[config.mk]
export PLATFORM = sky130hd
export DESIGN_NAME = awm_regs
export DESIGN_NICKNAME = d
export VERILOG_FILES = /design/src/awm_pkg.sv /design/src/awm_track_if.sv /design/src/awm_regs.sv /design/src/awm_tracker.sv
export SDC_FILE = /design/constraint.sdc
export NUM_CORES = 1
export LEC_CHECK = 0
export BUFFER_PORTS_ARGS = -buffer_cell sky130_fd_sc_hd__clkbuf_2
export CORE_MARGIN = 3
export CORE_UTILIZATION = 45
export DETAILED_ROUTE_END_ITERATION = 10
export GPL_TIMING_DRIVEN = 1
export SLEW_MARGIN = 0
export SYNTH_ARGS = -nofsm -noshare
export SYNTH_HDL_FRONTEND = slang
export SYNTH_HIERARCHICAL = 1
export SYNTH_SLANG_ARGS = --single-unit
export TNS_END_PERCENT = 20
[constraint.sdc]
create_clock -name clk -period 3 [get_ports clk]
set_input_delay 0.3 -clock clk [delete_from_list [all_inputs] [get_ports clk]]
set_output_delay 0.3 -clock clk [all_outputs]
set_load 0.01 [all_outputs]
[src/awm_pkg.sv]
// constants for the alarm window and min/max register bank
package awm_pkg;

  // register offsets
  localparam logic [7:0] ADDR_PRESS_WINDOW_HIGH   = 8'h19;
  localparam logic [7:0] ADDR_PRESS_WINDOW_LOW    = 8'h1a;
  localparam logic [7:0] ADDR_TEMP_WINDOW         = 8'h1b;
  localparam logic [7:0] ADDR_PRESS_LOWEST_HIGH   = 8'h1c;
  localparam logic [7:0] ADDR_PRESS_LOWEST_MID    = 8'h1d;
  localparam logic [7:0] ADDR_PRESS_LOWEST_LOW    = 8'h1e;
  localparam logic [7:0] ADDR_TEMP_LOWEST_HIGH    = 8'h1f;
  localparam logic [7:0] ADDR_TEMP_LOWEST_LOW     = 8'h20;
  localparam logic [7:0] ADDR_PRESS_HIGHEST_HIGH  = 8'h21;
  localparam logic [7:0] ADDR_PRESS_HIGHEST_MID   = 8'h22;
  localparam logic [7:0] ADDR_PRESS_HIGHEST_LOW   = 8'h23;
  localparam logic [7:0] ADDR_TEMP_HIGHEST_HIGH   = 8'h24;
  localparam logic [7:0] ADDR_TEMP_HIGHEST_LOW    = 8'h25;
  localparam logic [7:0] ADDR_CONTROL_ONE         = 8'h26;

  // control_one field positions
  localparam int CTRL_ALT_BIT   = 7;
  localparam int CTRL_RAW_BIT   = 6;
  localparam int CTRL_OS_MSB    = 5;
  localparam int CTRL_OS_LSB    = 3;
  localparam int CTRL_RST_BIT   = 2;
  localparam int CTRL_OST_BIT   = 1;
  localparam int CTRL_ACTIVE_SELECT_BIT  = 0;

  // widths and reset values
  localparam int PRESS_WIN_W    = 16;
  localparam int TEMP_WIN_W     = 8;
  localparam int PRESS_MEAS_W   = 20;
  localparam int TEMP_MEAS_W    = 12;
  localparam int PRESS_CAP_W    = 24;
  localparam int TEMP_CAP_W     = 16;
  localparam logic [7:0]  REG_RESET     = 8'h00;
  localparam logic [7:0]  UNMAPPED_READ = 8'h00;
  localparam logic [2:0]  OS_RESET      = 3'h0;
  localparam logic [3:0]  FRAC_PAD      = 4'h0;
  localparam logic [7:0]  LOW_BYTE_MASK = 8'hf0;

  // byte index inside a captured group, high byte first
  localparam logic [1:0] BYTE_HIGH = 2'h0;
  localparam logic [1:0] BYTE_MID  = 2'h1;
  localparam logic [1:0] BYTE_LOW  = 2'h2;

endpackage

[src/awm_track_if.sv]
// signals between the register bank and one min/max tracker
`timescale 1ns/1ps
`default_nettype none
interface awm_track_if #(parameter int W = 24);
  logic         clear;
  logic         sample_valid;
  logic [W-1:0] sample;
  logic         signed_mode;
  logic         wr_lowest;
  logic         wr_highest;
  logic [1:0]   wr_byte;
  logic [7:0]   wr_data;
  logic [W-1:0] lowest;
  logic [W-1:0] highest;

  modport owner (output clear, sample_valid, sample, signed_mode, wr_lowest, wr_highest,
                 wr_byte, wr_data, input lowest, highest);
  modport tracker (input clear, sample_valid, sample, signed_mode, wr_lowest, wr_highest,
                   wr_byte, wr_data, output lowest, highest);
endinterface
`default_nettype wire

[src/awm_regs.sv]
// alarm window, min/max capture and first control register bank
//
// Operation
// - pressure window is unsigned 16 bits
// - temperature window is unsigned 8 bits
// - minimum pressure in three bytes, high first
// - maximum pressure laid out like minimum
// - altimeter extremes: signed, 16.4 meters
// - barometer extremes: unsigned, 18.2 pascals
// - minimum temperature in two bytes, high first
// - maximum temperature in two bytes, high first
// - temperature extremes signed 8.4, low nibble zero
// - extremes clear at reset or by writing zero
// - control_one bit layout, all reset zero
// - altimeter select picks altitude or pressure
// - active select: standby or periodic acquisition
`timescale 1ns/1ps
`default_nettype none
module awm_regs (
  // clock and reset
  input  wire logic        clk,
  input  wire logic        rstn,
  // register port from the serial front end
  input  wire logic [7:0]  reg_addr,
  input  wire logic        reg_wr_en,
  input  wire logic [7:0]  reg_wr_data,
  input  wire logic        reg_rd_en,
  output var  logic [7:0]  reg_rd_data,
  output var  logic        reg_rd_valid,
  // completed measurement from the acquisition chain
  input  wire logic        meas_valid,
  input  wire logic [19:0] meas_press,
  input  wire logic [11:0] meas_temp,
  // control towards the acquisition chain
  output var  logic        altimeter_select,
  output var  logic        raw_mode,
  output var  logic [2:0]  oversample_field,
  output var  logic        active_select,
  output var  logic        meas_start,
  output var  logic        soft_reset,
  // alarm windows towards the alarm logic
  output var  logic [15:0] press_window,
  output var  logic [7:0]  temp_window
);

  // control state
  logic                             altimeter_select_ff;
  logic                             raw_mode_ff;
  logic [2:0]                       oversample_field_ff;
  logic                             one_shot_trigger_ff;
  logic                             active_select_ff;
  logic                             soft_reset_ff;
  logic                             meas_start_ff;
  // windows
  logic [awm_pkg::PRESS_WIN_W-1:0]  press_window_ff;
  logic [awm_pkg::TEMP_WIN_W-1:0]   temp_window_ff;
  // read path
  logic [7:0]                       rd_data_ff;
  logic                             rd_valid_ff;
  logic [23:0]                      snap_ff;
  logic [7:0]                       nxt_rd_data;
  logic                             snap_load;
  logic [23:0]                      nxt_snap;
  // decoded writes
  logic                             wr_ctrl;
  logic                             bank_rstn;
  logic                             one_shot_rise;

  // tracker links
  // the pressure tracker also serves altitude
  awm_track_if #(.W(awm_pkg::PRESS_CAP_W)) press_trk ();
  awm_track_if #(.W(awm_pkg::TEMP_CAP_W))  temp_trk ();

  // software reset restarts the whole bank one cycle after the write;
  // a registered pulse keeps the clear out of
  // the very write that asked for it
  assign bank_rstn = rstn && !soft_reset_ff;
  assign wr_ctrl   = reg_wr_en && (reg_addr == awm_pkg::ADDR_CONTROL_ONE);
  assign one_shot_rise = wr_ctrl && reg_wr_data[awm_pkg::CTRL_OST_BIT] && !one_shot_trigger_ff;

  // control_one fields; the host keeps them steady while active
  // writes while active are still taken; going
  // through standby is the host's duty
  always_ff @(posedge clk) begin
    if (!bank_rstn) begin
      altimeter_select_ff <= 1'b0;
      raw_mode_ff         <= 1'b0;
      oversample_field_ff <= awm_pkg::OS_RESET;
    end else if (wr_ctrl) begin
      altimeter_select_ff <= reg_wr_data[awm_pkg::CTRL_ALT_BIT];
      raw_mode_ff         <= reg_wr_data[awm_pkg::CTRL_RAW_BIT];
      oversample_field_ff <= reg_wr_data[awm_pkg::CTRL_OS_MSB:awm_pkg::CTRL_OS_LSB];
    end
  end

  // standby/active select may change at any time
  // so the host can start or stop directly
  always_ff @(posedge clk) begin
    if (!bank_rstn)
      active_select_ff <= 1'b0;
    else if (wr_ctrl)
      active_select_ff <= reg_wr_data[awm_pkg::CTRL_ACTIVE_SELECT_BIT];
  end

  // one-shot: auto clears after a measurement in standby, stays set while active
  // a write in the completion cycle wins
  always_ff @(posedge clk) begin
    if (!bank_rstn)
      one_shot_trigger_ff <= 1'b0;
    else if (wr_ctrl)
      one_shot_trigger_ff <= reg_wr_data[awm_pkg::CTRL_OST_BIT];
    else if (meas_valid && !active_select_ff)
      one_shot_trigger_ff <= 1'b0;
  end

  // measurement kick, one cycle, only on a fresh 0 to 1 write
  // setting the bit again without a clear fires nothing
  always_ff @(posedge clk) begin
    if (!bank_rstn)
      meas_start_ff <= 1'b0;
    else
      meas_start_ff <= one_shot_rise;
  end

  // software reset pulse; the bit itself always reads back as zero
  always_ff @(posedge clk) begin
    if (!rstn)
      soft_reset_ff <= 1'b0;
    else
      soft_reset_ff <= wr_ctrl && reg_wr_data[awm_pkg::CTRL_RST_BIT] && !soft_reset_ff;
  end

  // pressure/altitude window, two bytes
  // halves land one write apart, so the alarm
  // side may see a mixed value briefly
  always_ff @(posedge clk) begin
    if (!bank_rstn)
      press_window_ff <= '0;
    else if (reg_wr_en && reg_addr == awm_pkg::ADDR_PRESS_WINDOW_HIGH)
      press_window_ff[15:8] <= reg_wr_data;
    else if (reg_wr_en && reg_addr == awm_pkg::ADDR_PRESS_WINDOW_LOW)
      press_window_ff[7:0] <= reg_wr_data;
  end

  // temperature window, one byte
  // never touched by measurements
  always_ff @(posedge clk) begin
    if (!bank_rstn)
      temp_window_ff <= '0;
    else if (reg_wr_en && reg_addr == awm_pkg::ADDR_TEMP_WINDOW)
      temp_window_ff <= reg_wr_data;
  end

  // feed the pressure tracker; raw data carries no scale so it is not tracked
  // one byte lane per strobe, lane 0 is the high byte
  always_comb begin
    press_trk.clear        = soft_reset_ff;
    press_trk.sample_valid = meas_valid && !raw_mode_ff;
    press_trk.sample       = {meas_press, awm_pkg::FRAC_PAD};
    press_trk.signed_mode  = altimeter_select_ff;
    press_trk.wr_lowest    = 1'b0;
    press_trk.wr_highest   = 1'b0;
    press_trk.wr_byte      = awm_pkg::BYTE_HIGH;
    press_trk.wr_data      = reg_wr_data;
    if (reg_wr_en) begin
      unique case (reg_addr)
        awm_pkg::ADDR_PRESS_LOWEST_HIGH: begin
          press_trk.wr_lowest = 1'b1;
        end
        awm_pkg::ADDR_PRESS_LOWEST_MID: begin
          press_trk.wr_lowest = 1'b1;
          press_trk.wr_byte   = awm_pkg::BYTE_MID;
        end
        awm_pkg::ADDR_PRESS_LOWEST_LOW: begin
          press_trk.wr_lowest = 1'b1;
          press_trk.wr_byte   = awm_pkg::BYTE_LOW;
        end
        awm_pkg::ADDR_PRESS_HIGHEST_HIGH: begin
          press_trk.wr_highest = 1'b1;
        end
        awm_pkg::ADDR_PRESS_HIGHEST_MID: begin
          press_trk.wr_highest = 1'b1;
          press_trk.wr_byte    = awm_pkg::BYTE_MID;
        end
        awm_pkg::ADDR_PRESS_HIGHEST_LOW: begin
          press_trk.wr_highest = 1'b1;
          press_trk.wr_byte    = awm_pkg::BYTE_LOW;
        end
        default: begin
          press_trk.wr_lowest = 1'b0;
        end
      endcase
    end
  end

  // feed the temperature tracker; temperature is always signed
  // its low byte is lane 1 of the group
  always_comb begin
    temp_trk.clear        = soft_reset_ff;
    temp_trk.sample_valid = meas_valid && !raw_mode_ff;
    temp_trk.sample       = {meas_temp, awm_pkg::FRAC_PAD};
    temp_trk.signed_mode  = 1'b1;
    temp_trk.wr_lowest    = 1'b0;
    temp_trk.wr_highest   = 1'b0;
    temp_trk.wr_byte      = awm_pkg::BYTE_HIGH;
    temp_trk.wr_data      = reg_wr_data;
    if (reg_wr_en) begin
      unique case (reg_addr)
        awm_pkg::ADDR_TEMP_LOWEST_HIGH: begin
          temp_trk.wr_lowest = 1'b1;
        end
        awm_pkg::ADDR_TEMP_LOWEST_LOW: begin
          temp_trk.wr_lowest = 1'b1;
          temp_trk.wr_byte   = awm_pkg::BYTE_MID;
        end
        awm_pkg::ADDR_TEMP_HIGHEST_HIGH: begin
          temp_trk.wr_highest = 1'b1;
        end
        awm_pkg::ADDR_TEMP_HIGHEST_LOW: begin
          temp_trk.wr_highest = 1'b1;
          temp_trk.wr_byte    = awm_pkg::BYTE_MID;
        end
        default: begin
          temp_trk.wr_lowest = 1'b0;
        end
      endcase
    end
  end

  // trackers
  // pin reset direct, software reset via clear
  awm_tracker #(.W(awm_pkg::PRESS_CAP_W)) u_press_track (
    .clk  (clk),
    .rstn (rstn),
    .trk  (press_trk)
  );

  awm_tracker #(.W(awm_pkg::TEMP_CAP_W)) u_temp_track (
    .clk  (clk),
    .rstn (rstn),
    .trk  (temp_trk)
  );

  // a read of a group's high byte freezes the group, so the following
  // byte reads cannot mix two captures; one snapshot serves all groups
  // because the host reads a group as one burst;
  // limitation: a low byte read without its high
  // byte returns the group frozen last
  always_comb begin
    snap_load = 1'b0;
    nxt_snap  = snap_ff;
    if (reg_rd_en) begin
      unique case (reg_addr)
        awm_pkg::ADDR_PRESS_LOWEST_HIGH: begin
          snap_load = 1'b1;
          nxt_snap  = press_trk.lowest;
        end
        awm_pkg::ADDR_PRESS_HIGHEST_HIGH: begin
          snap_load = 1'b1;
          nxt_snap  = press_trk.highest;
        end
        awm_pkg::ADDR_TEMP_LOWEST_HIGH: begin
          snap_load = 1'b1;
          nxt_snap  = {temp_trk.lowest, 8'h00};
        end
        awm_pkg::ADDR_TEMP_HIGHEST_HIGH: begin
          snap_load = 1'b1;
          nxt_snap  = {temp_trk.highest, 8'h00};
        end
        default: begin
          snap_load = 1'b0;
        end
      endcase
    end
  end

  // snapshot register
  // software reset empties it, no stale group survives
  always_ff @(posedge clk) begin
    if (!bank_rstn)
      snap_ff <= '0;
    else if (snap_load)
      snap_ff <= nxt_snap;
  end

  // read multiplexer; lower bytes come from the snapshot
  // windows and control read live
  always_comb begin
    unique case (reg_addr)
      awm_pkg::ADDR_PRESS_WINDOW_HIGH:  nxt_rd_data = press_window_ff[15:8];
      awm_pkg::ADDR_PRESS_WINDOW_LOW:   nxt_rd_data = press_window_ff[7:0];
      awm_pkg::ADDR_TEMP_WINDOW:        nxt_rd_data = temp_window_ff;
      awm_pkg::ADDR_PRESS_LOWEST_HIGH:  nxt_rd_data = press_trk.lowest[23:16];
      awm_pkg::ADDR_PRESS_LOWEST_MID:   nxt_rd_data = snap_ff[15:8];
      awm_pkg::ADDR_PRESS_LOWEST_LOW:   nxt_rd_data = snap_ff[7:0];
      awm_pkg::ADDR_TEMP_LOWEST_HIGH:   nxt_rd_data = temp_trk.lowest[15:8];
      awm_pkg::ADDR_TEMP_LOWEST_LOW:    nxt_rd_data = snap_ff[15:8];
      awm_pkg::ADDR_PRESS_HIGHEST_HIGH: nxt_rd_data = press_trk.highest[23:16];
      awm_pkg::ADDR_PRESS_HIGHEST_MID:  nxt_rd_data = snap_ff[15:8];
      awm_pkg::ADDR_PRESS_HIGHEST_LOW:  nxt_rd_data = snap_ff[7:0];
      awm_pkg::ADDR_TEMP_HIGHEST_HIGH:  nxt_rd_data = temp_trk.highest[15:8];
      awm_pkg::ADDR_TEMP_HIGHEST_LOW:   nxt_rd_data = snap_ff[15:8];
      awm_pkg::ADDR_CONTROL_ONE: begin
        nxt_rd_data = {altimeter_select_ff, raw_mode_ff, oversample_field_ff, 1'b0,
                       one_shot_trigger_ff, active_select_ff};
      end
      default:                          nxt_rd_data = awm_pkg::UNMAPPED_READ;
    endcase
  end

  // registered read answer, one cycle after the strobe
  // the byte holds until the next read or a software reset, so a
  // slow host may fetch it late
  always_ff @(posedge clk) begin
    if (!bank_rstn) begin
      rd_data_ff  <= awm_pkg::REG_RESET;
      rd_valid_ff <= 1'b0;
    end else begin
      rd_valid_ff <= reg_rd_en;
      if (reg_rd_en)
        rd_data_ff <= nxt_rd_data;
    end
  end

  // outputs, each straight from a flip-flop
  // so nothing downstream sees decode glitches
  assign reg_rd_data      = rd_data_ff;
  assign reg_rd_valid     = rd_valid_ff;
  assign altimeter_select = altimeter_select_ff;
  assign raw_mode         = raw_mode_ff;
  assign oversample_field = oversample_field_ff;
  assign active_select    = active_select_ff;
  assign meas_start       = meas_start_ff;
  assign soft_reset       = soft_reset_ff;
  assign press_window     = press_window_ff;
  assign temp_window      = temp_window_ff;

endmodule
`default_nettype wire

[src/awm_tracker.sv]
// minimum and maximum capture for one quantity, byte writable
`timescale 1ns/1ps
`default_nettype none
module awm_tracker #(
  parameter int W = 24
) (
  // clock and reset
  input wire logic    clk,
  input wire logic    rstn,
  // owner side
  awm_track_if.tracker trk
);

  logic [W-1:0] lowest_ff;
  logic [W-1:0] highest_ff;
  logic         below;
  logic         above;
  logic [W-1:0] nxt_lowest;
  logic [W-1:0] nxt_highest;

  // signed compare in altimeter mode and for temperature, unsigned otherwise
  always_comb begin
    if (trk.signed_mode) begin
      below = $signed(trk.sample) < $signed(lowest_ff);
      above = $signed(trk.sample) > $signed(highest_ff);
    end else begin
      below = trk.sample < lowest_ff;
      above = trk.sample > highest_ff;
    end
  end

  // byte write path; the low byte keeps only its fraction nibble
  always_comb begin
    nxt_lowest  = lowest_ff;
    nxt_highest = highest_ff;
    for (int b = 0; b < W / 8; b++) begin
      if (trk.wr_byte == 2'(b)) begin
        if (trk.wr_lowest)
          nxt_lowest[W-1-8*b -: 8]  = (b == W / 8 - 1) ? (trk.wr_data & awm_pkg::LOW_BYTE_MASK) : trk.wr_data;
        if (trk.wr_highest)
          nxt_highest[W-1-8*b -: 8] = (b == W / 8 - 1) ? (trk.wr_data & awm_pkg::LOW_BYTE_MASK) : trk.wr_data;
      end
    end
  end

  // a zero register counts as empty and takes the next sample;
  // the sample beats a host write in the same cycle so no extreme is lost
  always_ff @(posedge clk) begin
    if (!rstn || trk.clear) begin
      lowest_ff  <= '0;
      highest_ff <= '0;
    end else if (trk.sample_valid) begin
      if (lowest_ff == '0 || below)
        lowest_ff <= trk.sample;
      if (highest_ff == '0 || above)
        highest_ff <= trk.sample;
    end else begin
      lowest_ff  <= nxt_lowest;
      highest_ff <= nxt_highest;
    end
  end

  assign trk.lowest  = lowest_ff;
  assign trk.highest = highest_ff;

endmodule
`default_nettype wire

# Word-level counts from Yosys, hierarchy flattened
# Index checks and enable logic that the tools add are counted.
# Widths: inputs -> output; s select.
[classes]
n_addsub = 0
n_mul = 0
n_div = 0
n_lt_le_gt_ge = 6
n_eq_ne = 21
shift = 0
n_mux = 46
bitwise = 1
reduce_logical = 59
[ops]
columns = ["operator", "n"]
rows = [
  ["$mux 8", 18],
  ["$mux 24", 4],
  ["$pmux 8 s10", 1],
  ["$mux 16", 4],
  ["$pmux 16 s4", 1],
  ["$eq 8x5->1 const B", 7],
  ["$eq 8x6->1 const B", 7],
  ["$gt 24x24->1", 2],
  ["$logic_not 24->1", 2],
  ["$lt 24x24->1", 2],
  ["$reduce_and 3->1", 11],
  ["$logic_not 16->1", 2],
  ["$reduce_bool 2->1", 10],
  ["$gt 16x16->1", 1],
  ["$lt 16x16->1", 1],
  ["$mux 1", 16],
  ["$logic_and 1x1->1", 11],
  ["$reduce_or 2->1", 5],
  ["$ne 2x1->1 const B", 4],
  ["$reduce_or 4->1", 2],
  ["$reduce_or 3->1", 2],
  ["$logic_not 1->1", 5],
  ["$logic_or 1x1->1", 5],
  ["$logic_not 2->1", 2],
  ["8 further kinds", 8],
]
[word_totals]
register_bits = 138
latchBits = 0
mem_bits_rw = 0
rom_bits = 0
output_inout_bits = 41
word_cells = 156
n_memories = 0

# Logic depth before layout (Yosys ltp)
# Gate-level depths: netlist (run 1).
[logic_depth]
word_depth = 7
depth_mapped = 13
ltp_nobuf = 9

# By module
# Netlist (run 1), hierarchy kept.
[modules_own_cells]
columns = ["mod", "n_inst", "cells_each", "area_per_inst_um2"]
rows = [
  ["awm_tracker at u_press_track", 1, 435, 3464.6],
  ["awm_regs", 1, 398, 3347.0],
  ["awm_tracker at u_temp_track", 1, 325, 2518.7],
]

# Worst setup path after synthesis (run 1)
# Ideal clock, no wire load.
[synth_path]
kind = "input to register"
from = "input port reg_addr[3]"
to = "register u_temp_track.lowest_ff[13], in the netlist u_temp_track/trk.lowest[13]"
setup_ns = 0.091
t_arrival_ns = 2.491
required_time_ns = 2.909
slack_ns = 0.418
path_stages = 11
path_buffers = 4
cell_sequence = "buf_2 > or3b_1 > buf_4 > nor2_1 > clkbuf_1 > a21oi_1 > nor2_1 > nand3b_1 > clkbuf_1 > o21ai_0 > a311oi_1"
[synth_via]
elab_chain_len = 7
elab_cells_between_ends = 13
cone_classes = "3 x eq/ne; 4 x mux; 6 x reduce/logical"
[synth_lines]
columns = ["item", "line_no", "text"]
rows = [
  ["start, declared", "awm_regs.sv:24", "input wire logic [7:0] reg_addr,"],
  ["$eq 8x6->1", "awm_regs.sv:208", "unique case (reg_addr)"],
  ["$reduce_or 2->1 (no line) *", "n/a", ""],
  ["$mux 1 *", "awm_regs.sv:208", ""],
  ["$mux 1 *", "awm_regs.sv:207", "if (reg_wr_en) begin"],
  ["via temp_trk.wr_byte[0]", "awm_track_if.sv:11", "logic [1:0] wr_byte;"],
  ["$logic_not 2->1 *", "awm_tracker.sv:37", "if (trk.wr_byte == 2'(b)) begin"],
  ["$reduce_bool 2->1 (no line) *", "n/a", ""],
  ["$reduce_and 3->1 (no line) *", "n/a", ""],
  ["end signal, assigned", "awm_tracker.sv:54", "lowest_ff <= trk.sample;"],
  ["end signal, assigned", "awm_tracker.sv:58", "lowest_ff <= nxt_lowest;"],
  ["end, declared", "awm_tracker.sv:14", "logic [W-1:0] lowest_ff;"],
]
# The timed path passes the listed nets; every way through them passes the cells marked *.
# A chain may end at the register's enable or synchronous reset.

# Worst setup path in the final report (run 1)
[layout_path]
from = "register u_press_track.highest_ff[23], in the netlist u_press_track/trk.highest[23]"
to = "register u_press_track.highest_ff[11], in the netlist u_press_track/trk.highest[11]"
[layout_via]
elab_chain_len = 5
elab_cells_between_ends = 7
cone_classes = "2 x order compare; 1 x eq/ne; 1 x mux; 3 x reduce/logical"
[layout_lines]
columns = ["item", "line_no", "text"]
rows = [
  ["start, declared", "awm_tracker.sv:15", "logic [W-1:0] highest_ff;"],
  ["start signal, assigned", "awm_tracker.sv:56", "highest_ff <= trk.sample;"],
  ["start signal, assigned", "awm_tracker.sv:59", "highest_ff <= nxt_highest;"],
  ["$gt 24x24->1, on equally long branches", "awm_tracker.sv:28, awm_tracker.sv:25", ""],
  ["$mux 1", "awm_tracker.sv:23", "if (trk.signed_mode) begin"],
  ["$logic_or 1x1->1 *", "awm_tracker.sv:55", "if (highest_ff == '0 || above)"],
  ["$ne 2x1->1 (no line) *", "n/a", ""],
  ["$reduce_and 3->1 (no line) *", "n/a", ""],
]
# Mark *: on every way between the ends. The rest lies on a longest branch, timed or not.

==> run summary, run 1 <==
result of the run -> finished clean
initial core utilization -> 0.460
Max stage delay on crit path -> 0.46 ns
I/O pins -> 94
cell count after synthesis -> 1158
ANT nets after route -> 0
worst path required time -> 3.34 ns
Main synth FF type -> dfxtp_1
DR DRC count -> 0
Post-layout nets -> 1427
R2R Path End -> u_press_track/trk.highest[11]
clock sink count -> 138
Rel. slew slack -> 0.403
Slew Viols, Final -> 0
WP depth -> 9
initial antenna violation count -> 0
Layout Skew -> 0.0114 ns
Crit. Startpoint -> u_press_track/trk.highest[23]
sequential area share after synthesis -> 0.296
Num CTS Buffers -> 17
fin crit share -> 0.890
Syn. warnings -> 6
Area Growth Syn to Fin -> 17.6%
WP data arrival -> 3.01 ns
delay-heaviest family, CP -> simple AND/OR/NAND/NOR gates
Post-synth EDFFs -> 0
mapped cell area -> 0.00933 mm2
first-pass GRT wire length -> 48700 um
Worst Hold Depth -> 4
Pwr Total -> 5.86 mW
adder-cell share of the synthesized area -> 0.105
RSZ-0062 raised after global routing -> false
Post-synth ARST share -> 0
fin crit period -> 2.67 ns
vias per inst -> 5.78
largest family of logic cells by synthesized area -> simple AND/OR/NAND/NOR gates
Post-Synth Simple-Gate Area -> 0.239
worst path buffer plus inverter count -> 2
row count -> 52
Worst R2R Path Depth -> 9
#FFs+latches synth -> 138
die height -> 150 um
DP Wirelength -> 24200 um
DRT iter0 DRCs -> 932
post_cts resized -> 0
Fillers -> 2003
gr usage total -> 0.281
crit-path max FO -> 8
Critical Path, Cell by Cell -> inv_1 > ha_1 > nand4_1 > nor4_1 > buf_4 > a2bb2oi_1 > a211o_1 > nand3_2 > mux2i_1
critical path class -> flip-flop to flip-flop
xor/xnor share of the synthesized area -> 0
ANT cells -> 0
H-tree Lvls -> 4
GR Overflow Total -> 0
Final Hold Vio Count -> 0
post-CTS setup buffer count -> 0
CP endpoint -> u_press_track/trk.highest[11]
full die area -> 0.0225 mm2
mux share of post-synthesis cell area -> 0.0947
vias in the first global route -> 8443
Die Wd -> 150 um
final setup vio count -> 0
Setup crit end kind -> flip-flop
Post-CTS Hold Buffers -> 0
per-cell routed wire length -> 20.1 um
area of the core -> 0.0203 mm2
total wire length -> 31700 um
via count -> 9132
drt pass-1 iters -> 5
crit path launch type -> flip-flop
CTS tree -> done
worst skew pair latency -> 0.43 ns
Max Buffers Root-to-Sink -> 2
Port Buffer Count -> 93
Compound-Gate Fraction of Synth Area -> 0.202
pin slew with the least headroom to its limit -> 0.896 ns
routability cong. -> 0.984
final setup TNS -> 0 ns
Avg Cell Area, Syn -> 8.06 um2
peak supply drop -> 372 uV
fraction of layout cells with a size suffix above 1 -> 0.161
Netlist cell types -> 78
Slowest cell on crit path -> dfxtp_1
clock slew at the register clock pins of the worst setup and hold paths -> 0.06 ns
maxcap violations -> 0
largest net degree at the start of global routing -> 74
leakage power total -> 4.73 nW
worst reg-to-reg setup slack -> 0.33 ns
clock root cell -> clkbuf_16
Reg2Reg Launch Point -> u_press_track/trk.highest[23]
Peak Freq -> 0.375 GHz
Worst Hold Class -> input pin to flip-flop
pwr/cell area -> 535 mW/mm2
stage by stage:
stage / worst slack (ns) / util / std cells / hold slack [ns] / cell area, um2
2_1_floorplan: 0.418 / - / 1193 / 0.427 / 9460
3_3_place_gp: 0.288 / 0.513 / 1547 / 0.450 / 10400
3_5_place_dp: 0.246 / 0.513 / 1547 / 0.456 / 10400
4_1_cts: 0.368 / 0.540 / 1579 / 0.203 / 11000
5_1_grt: 0.130 / 0.540 / 1579 / 0.220 / 11000
6_report: 0.330 / 0.540 / 1579 / 0.215 / 11000
state kept, by name (all words and copies together) (netlist names), 3 cells and up:
name,count
u_temp_track/trk.lowest,16
reg_rd_data,8
oversample_field,3
u_press_track/trk.lowest,24
press_window,16
snap_ff,16
u_press_track/trk.highest,24
temp_window,8
u_temp_track/trk.highest,16
where the power goes:
group          total [mW]  internal [mW]  leakage [nW]  switching [mW]
Clock                2.02           1.14         0.252           0.871
Combinational        1.61          0.654          3.36           0.951
Sequential           2.24           2.01          1.13           0.235
Total                5.86           3.81          4.73            2.06
synth_stat cells (all sizes together), types with 3 or more instances:
cell       n  area, um2
a2111oi    4       53.8
a211oi    14        110
a21boi     3       26.3
a21o      20        150
a21oi     49        253
a221oi    28        245
a22oi     25        188
a311oi    11        109
a31oi      6       43.8
a32o       5       50.1
and2       4       25.0
and3      14       87.6
buf       17       92.6
clkbuf    45        169
dfxtp    138       2760
ha        78        976
inv       86        323
mux2i     86        861
nand2    157        589
nand2b    18        113
nand3     33        195
nand3b     4       30.0
nand4     16        113
nor2      79        297
nor2b     26        163
nor3      37        219
nor4      33        249
o211ai     3       22.5
o21a       6       45.0
o21ai     54        274
o221ai     5       43.8
o22ai      8       50.1
o2bb2ai    5       43.8
o31ai      4       43.8
or2        4       25.0
cells in the final DEF, fill, tap and decap left out, types with 6 or more instances in the layout:
master      count
nand3_2         6
nor2b_1        24
inv_1          86
a21oi_1        47
nand2b_1       18
nor3_1         34
nor2_1         79
a221oi_1       28
nand4_1        14
a21o_1         20
dfxtp_1       138
ha_1           78
a311oi_1        9
mux2i_1        86
nand2_1       157
o21ai_0        51
nor4_1         29
o21a_1          6
and3_1         14
clkbuf_2       93
clkbuf_16      17
a211oi_1       13
conb_1         37
clkinvlp_4      6
o22ai_1         8
a22oi_1        25
buf_4          53
nand3_1        27
worst min path at each step:
stage,from,endpoint
finish,meas_valid,one_shot_trigger_ff
global route,meas_valid,one_shot_trigger_ff
CTS,meas_valid,one_shot_trigger_ff
detailed placement,snap_ff[15],snap_ff[15]
global placement,snap_ff[15],snap_ff[15]
floorplan,snap_ff[11],snap_ff[11]
per-layer routing:
layer,wire [um],vias to the layer above,global-route usage
met2,13800,365,0.423
met4,1060,0,0.103
met5,0,-,0
met1,14800,4246,0.401
met3,2040,63,0.0478
li1,-,4458,-
cell type report:
type,instances,area [um2],share of cell area
clock inverters,13,120,0.0110
repair buffers,146,863,0.0787
clock buffers,19,433,0.0395
inverters,87,327,0.0298
multi-input cells,906,6130,0.558
flip-flops and latches,138,2760,0.252
well taps,270,338,0.0308
cell families (layout without fill, tap and decap cells):
family | Yosys count | in the layout
AO/OA/AOI/OAI | 264 | 264
adder cells (fa/ha/maj) | 78 | 78
buffers and inverters | 149 | 265
flip-flops | 138 | 138
multiplexers | 88 | 88
other | 2 | 37
AND/OR/NAND/NOR | 439 | 439
tightest hold or removal path, delay by kind of cell:
kind | cells | cell delay (ns)
simple gates | 2 | 0.12
buf+inv | 1 | 0.10
compound gates | 1 | 0.06
No activity file was read; power rests on OpenSTA's default activity.
==> run 2: changes to the inputs <==
--- a/config.mk
+++ b/config.mk
@@ -5,6 +5,7 @@
 export SDC_FILE = /design/constraint.sdc
 export NUM_CORES = 1
 export LEC_CHECK = 0
+export ABC_AREA = 1
 export BUFFER_PORTS_ARGS = -buffer_cell sky130_fd_sc_hd__clkbuf_2
 export CORE_MARGIN = 3
 export CORE_UTILIZATION = 45
==> run 2 against run 1 <==
Cell count rose by 18%; design area fell by 2.4%; via count rose by 4.0%; critical path depth rose by 6; first-iteration DRC count fell by 36%; die area fell by 0.14%; critical endpoint is now u_press_track/trk.highest[10].
==> run summary, run 2 <==
Die Wd -> 150 um (about the same)
WP data arrival -> 2.88 ns (-0.13 ns)
most instantiated cells after synthesis -> 380 x nand2_1, 212 x inv_1, 199 x nor2_1
cell count after synthesis -> 1461 (+26%)
pin slew with the least headroom to its limit -> 0.703 ns (-0.193 ns)
GRT busiest layer -> met2
initial core utilization -> 0.459 (-0.000678)
Netlist cell types -> 40 (-49%)
Syn. warnings -> 6 (unchanged)
delay-heaviest family, CP -> simple AND/OR/NAND/NOR gates
leakage power total -> 5.37 nW (+13%)
Area contributors post-synth -> dfxtp_1 30%, nand2_1 15%, ha_1 10%, inv_1 8.5%, nor2_1 8.0%
mapped cell area -> 0.00932 mm2 (-0.15%)
fin crit period -> 2.56 ns (-0.111 ns)
Final Hold Vio Count -> 0 (unchanged)
Layout Skew -> 0.0103 ns (-0.00113 ns)
clock slew at the register clock pins of the worst setup and hold paths -> 0.06 ns (about the same)
worst path required time -> 3.32 ns (-0.02 ns)
total wire length -> 29000 um (-8.4%)
Port Buffer Count -> 93 (unchanged)
M3 GR Usage -> 0.0454 (-0.00242)
Critical Path, Cell by Cell -> inv_1 > ha_1 > nand2_1 > nor2_1 > nand2_1 > nor2_1 > nand2_1 > nand3_1 > nand2_1 > nand2_1 > nand2_1 > nand2_2 > nand3_2 > nor2_1 > nor2_1
Main synth FF type -> dfxtp_1
sequential area share after synthesis -> 0.297 (+0.000437)
per-cell routed wire length -> 15.6 um (-22%)
Max stage delay on crit path -> 0.40 ns (-0.06 ns)
critical path class -> flip-flop to flip-flop
DRT iter0 DRCs -> 598 (-36%)
most frequent cells in the layout -> 380 x nand2_1, 212 x inv_1, 196 x nor2_1
Worst Hold Class -> input pin to flip-flop
vias per inst -> 5.11 (-12%)
drt pass-1 iters -> 7 (+2)
Most common cell on crit path -> nand2_1
Post-CTS Hold Buffers -> 0 (unchanged)
DR DRC count -> 0 (unchanged)
GR Util met2 -> 0.425 (+0.00180)
pwr/cell area -> 514 mW/mm2 (-3.9%)
GRT met1 Usage -> 0.349 (-0.0516)
Rel. slew slack -> 0.531 (+0.128)
worst skew pair latency -> 0.42 ns (about the same)
CTS tree -> done
row count -> 52 (unchanged)
gr usage total -> 0.262 (-0.0182)
placed instance count -> 1827 (+18%)
area leader, netlist -> dfxtp_1
I/O pins -> 94 (unchanged)
Max Buffers Root-to-Sink -> 2 (unchanged)
crit-path max FO -> 16 (+8)
largest net degree at the start of global routing -> 42 (-43%)
RSZ-0062 raised after global routing -> false
routability cong. -> 0.985 (+0.14%)
GR Overflow Total -> 0 (unchanged)
maxcap violations -> 0 (unchanged)
fraction of layout cells with a size suffix above 1 -> 0.116 (-0.0452)
ANT cells -> 0 (unchanged)
clock sink count -> 138 (unchanged)
DP Wirelength -> 22900 um (-5.6%)
ANT nets after route -> 0 (unchanged)
final setup vio count -> 0 (unchanged)
clock root cell -> clkbuf_16
final setup TNS -> 0 ns (unchanged)
Slowest cell on crit path -> dfxtp_1
fin crit share -> 0.853 (-0.0369)
Post-synth EDFFs -> 0 (unchanged)
vias in the first global route -> 8901 (+5.4%)
die height -> 150 um (about the same)
Setup crit end kind -> flip-flop
area of the core -> 0.0203 mm2 (unchanged)
first-pass GRT wire length -> 46100 um (-5.4%)
initial antenna violation count -> 0 (unchanged)
worst path buffer plus inverter count -> 1 (-1)
most frequent cell after synthesis -> nand2_1
via count -> 9497 (+4.0%)
Num CTS Buffers -> 17 (unchanged)
H-tree Lvls -> 4 (unchanged)
full die area -> 0.0225 mm2 (-0.14%)
Post-layout nets -> 1707 (+20%)
Peak Freq -> 0.391 GHz (+4.3%)
Post-synth ARST share -> 0 (unchanged)
Finished Layout Cells -> 1857 (+18%)
Area Growth Syn to Fin -> 14.9%
most common cell after layout, fill and taps aside -> nand2_1
Synth top area share -> 0.297 (+0.000437)
Slew Viols, Final -> 0 (unchanged)
crit path launch type -> flip-flop
Avg Cell Area, Syn -> 6.38 um2 (-21%)
#FFs+latches synth -> 138 (unchanged)
result of the run -> finished clean
peak supply drop -> 395 uV (+6.1%)
run 2: changes by cell type after synthesis, sizes merged, moves of 60 or more:
| cell | delta |
|---|---|
| nand2 | +238 |
| nor2 | +131 |
| inv | +130 |
| mux2i | -82 |
| a21oi | +80 |
| nand3 | +60 |
run 2: repair_timing:
action,in CTS,in global routing
endpoints found under the setup margin,0,7
setup buffers,0,0
resized for setup,0,1
run 2: power by group:
part / internal, mW / switching (mW) / total [mW]
Clock: 1.26 / 0.831 / 2.09
Combinational: 0.457 / 0.825 / 1.28
Sequential: 1.98 / 0.152 / 2.13
Total: 3.69 / 1.81 / 5.50
run 2: layer usage:
layer	up-vias	routed length, um	part of all wire
met5	-	0	0
met4	0	875	0.030
met3	59	1580	0.054
met2	246	13000	0.45
met1	4307	13500	0.47
li1	4885	-	-
run 2: worst paths after layout:
| kind | from | end | slack (ns) | depth (start not counted) |
|---|---|---|---|---|
| setup / recovery | u_press_track/trk.highest[19] | u_press_track/trk.highest[10] | 0.44 | 15 |
| hold / removal | reg_rd_en | reg_rd_data[2] | 0.12 | 3 |
| setup reg to reg | u_press_track/trk.highest[19] | u_press_track/trk.highest[10] | 0.44 | 15 |
| hold reg to reg | reg_rd_data[2] | reg_rd_data[2] | 0.46 | 2 |
run 2: worst register-to-register path: stages (launching register included):
cell and delay [ns]:
dfxtp_1 0.40, inv_1 0.08, ha_1 0.30, nand2_1 0.07, nor2_1 0.16, nand2_1 0.09
nor2_1 0.19, nand2_1 0.10, nand3_1 0.08, nand2_1 0.05, nand2_1 0.05, nand2_1 0.06
nand2_2 0.20, nand3_2 0.34, nor2_1 0.22, nor2_1 0.06
run 2: stage by stage:
step / power, mW / hold WS [ns] / area (um2) / setup slack (ns) / utilization
final: 5.50 / 0.122 / 10700 / 0.441 / 0.528
after global routing: 5.83 / 0.141 / 10700 / 0.187 / 0.528
after CTS: 5.51 / 0.112 / 10700 / 0.309 / 0.527
after detailed placement: 3.43 / 0.455 / 10100 / 0.329 / 0.499
after global placement: 3.41 / 0.455 / 10100 / 0.387 / 0.499
after floorplan: 3.07 / 0.422 / 9430 / 0.895 / -
run 2: kinds of logic after synthesis:
logic type               Yosys count  share of synthesized area
AND/OR/NAND/NOR                  762                      0.355
AO/OA/AOI/OAI                    219                      0.127
buffers and inverters            258                      0.112
flip-flops                       138                      0.297
other                              2                   0.000806
multiplexers                       4                    0.00430
adder cells (fa/ha/maj)           78                      0.105
run 2: cell type report:
type / instances / area, um2
multi-input combinational: 1095 / 5640
timing repair buffer: 107 / 571
fill: 2170 / 9590
clock inverter: 11 / 123
tap: 270 / 338
inverter: 217 / 820
sequential: 138 / 2760
clock buffer: 19 / 453
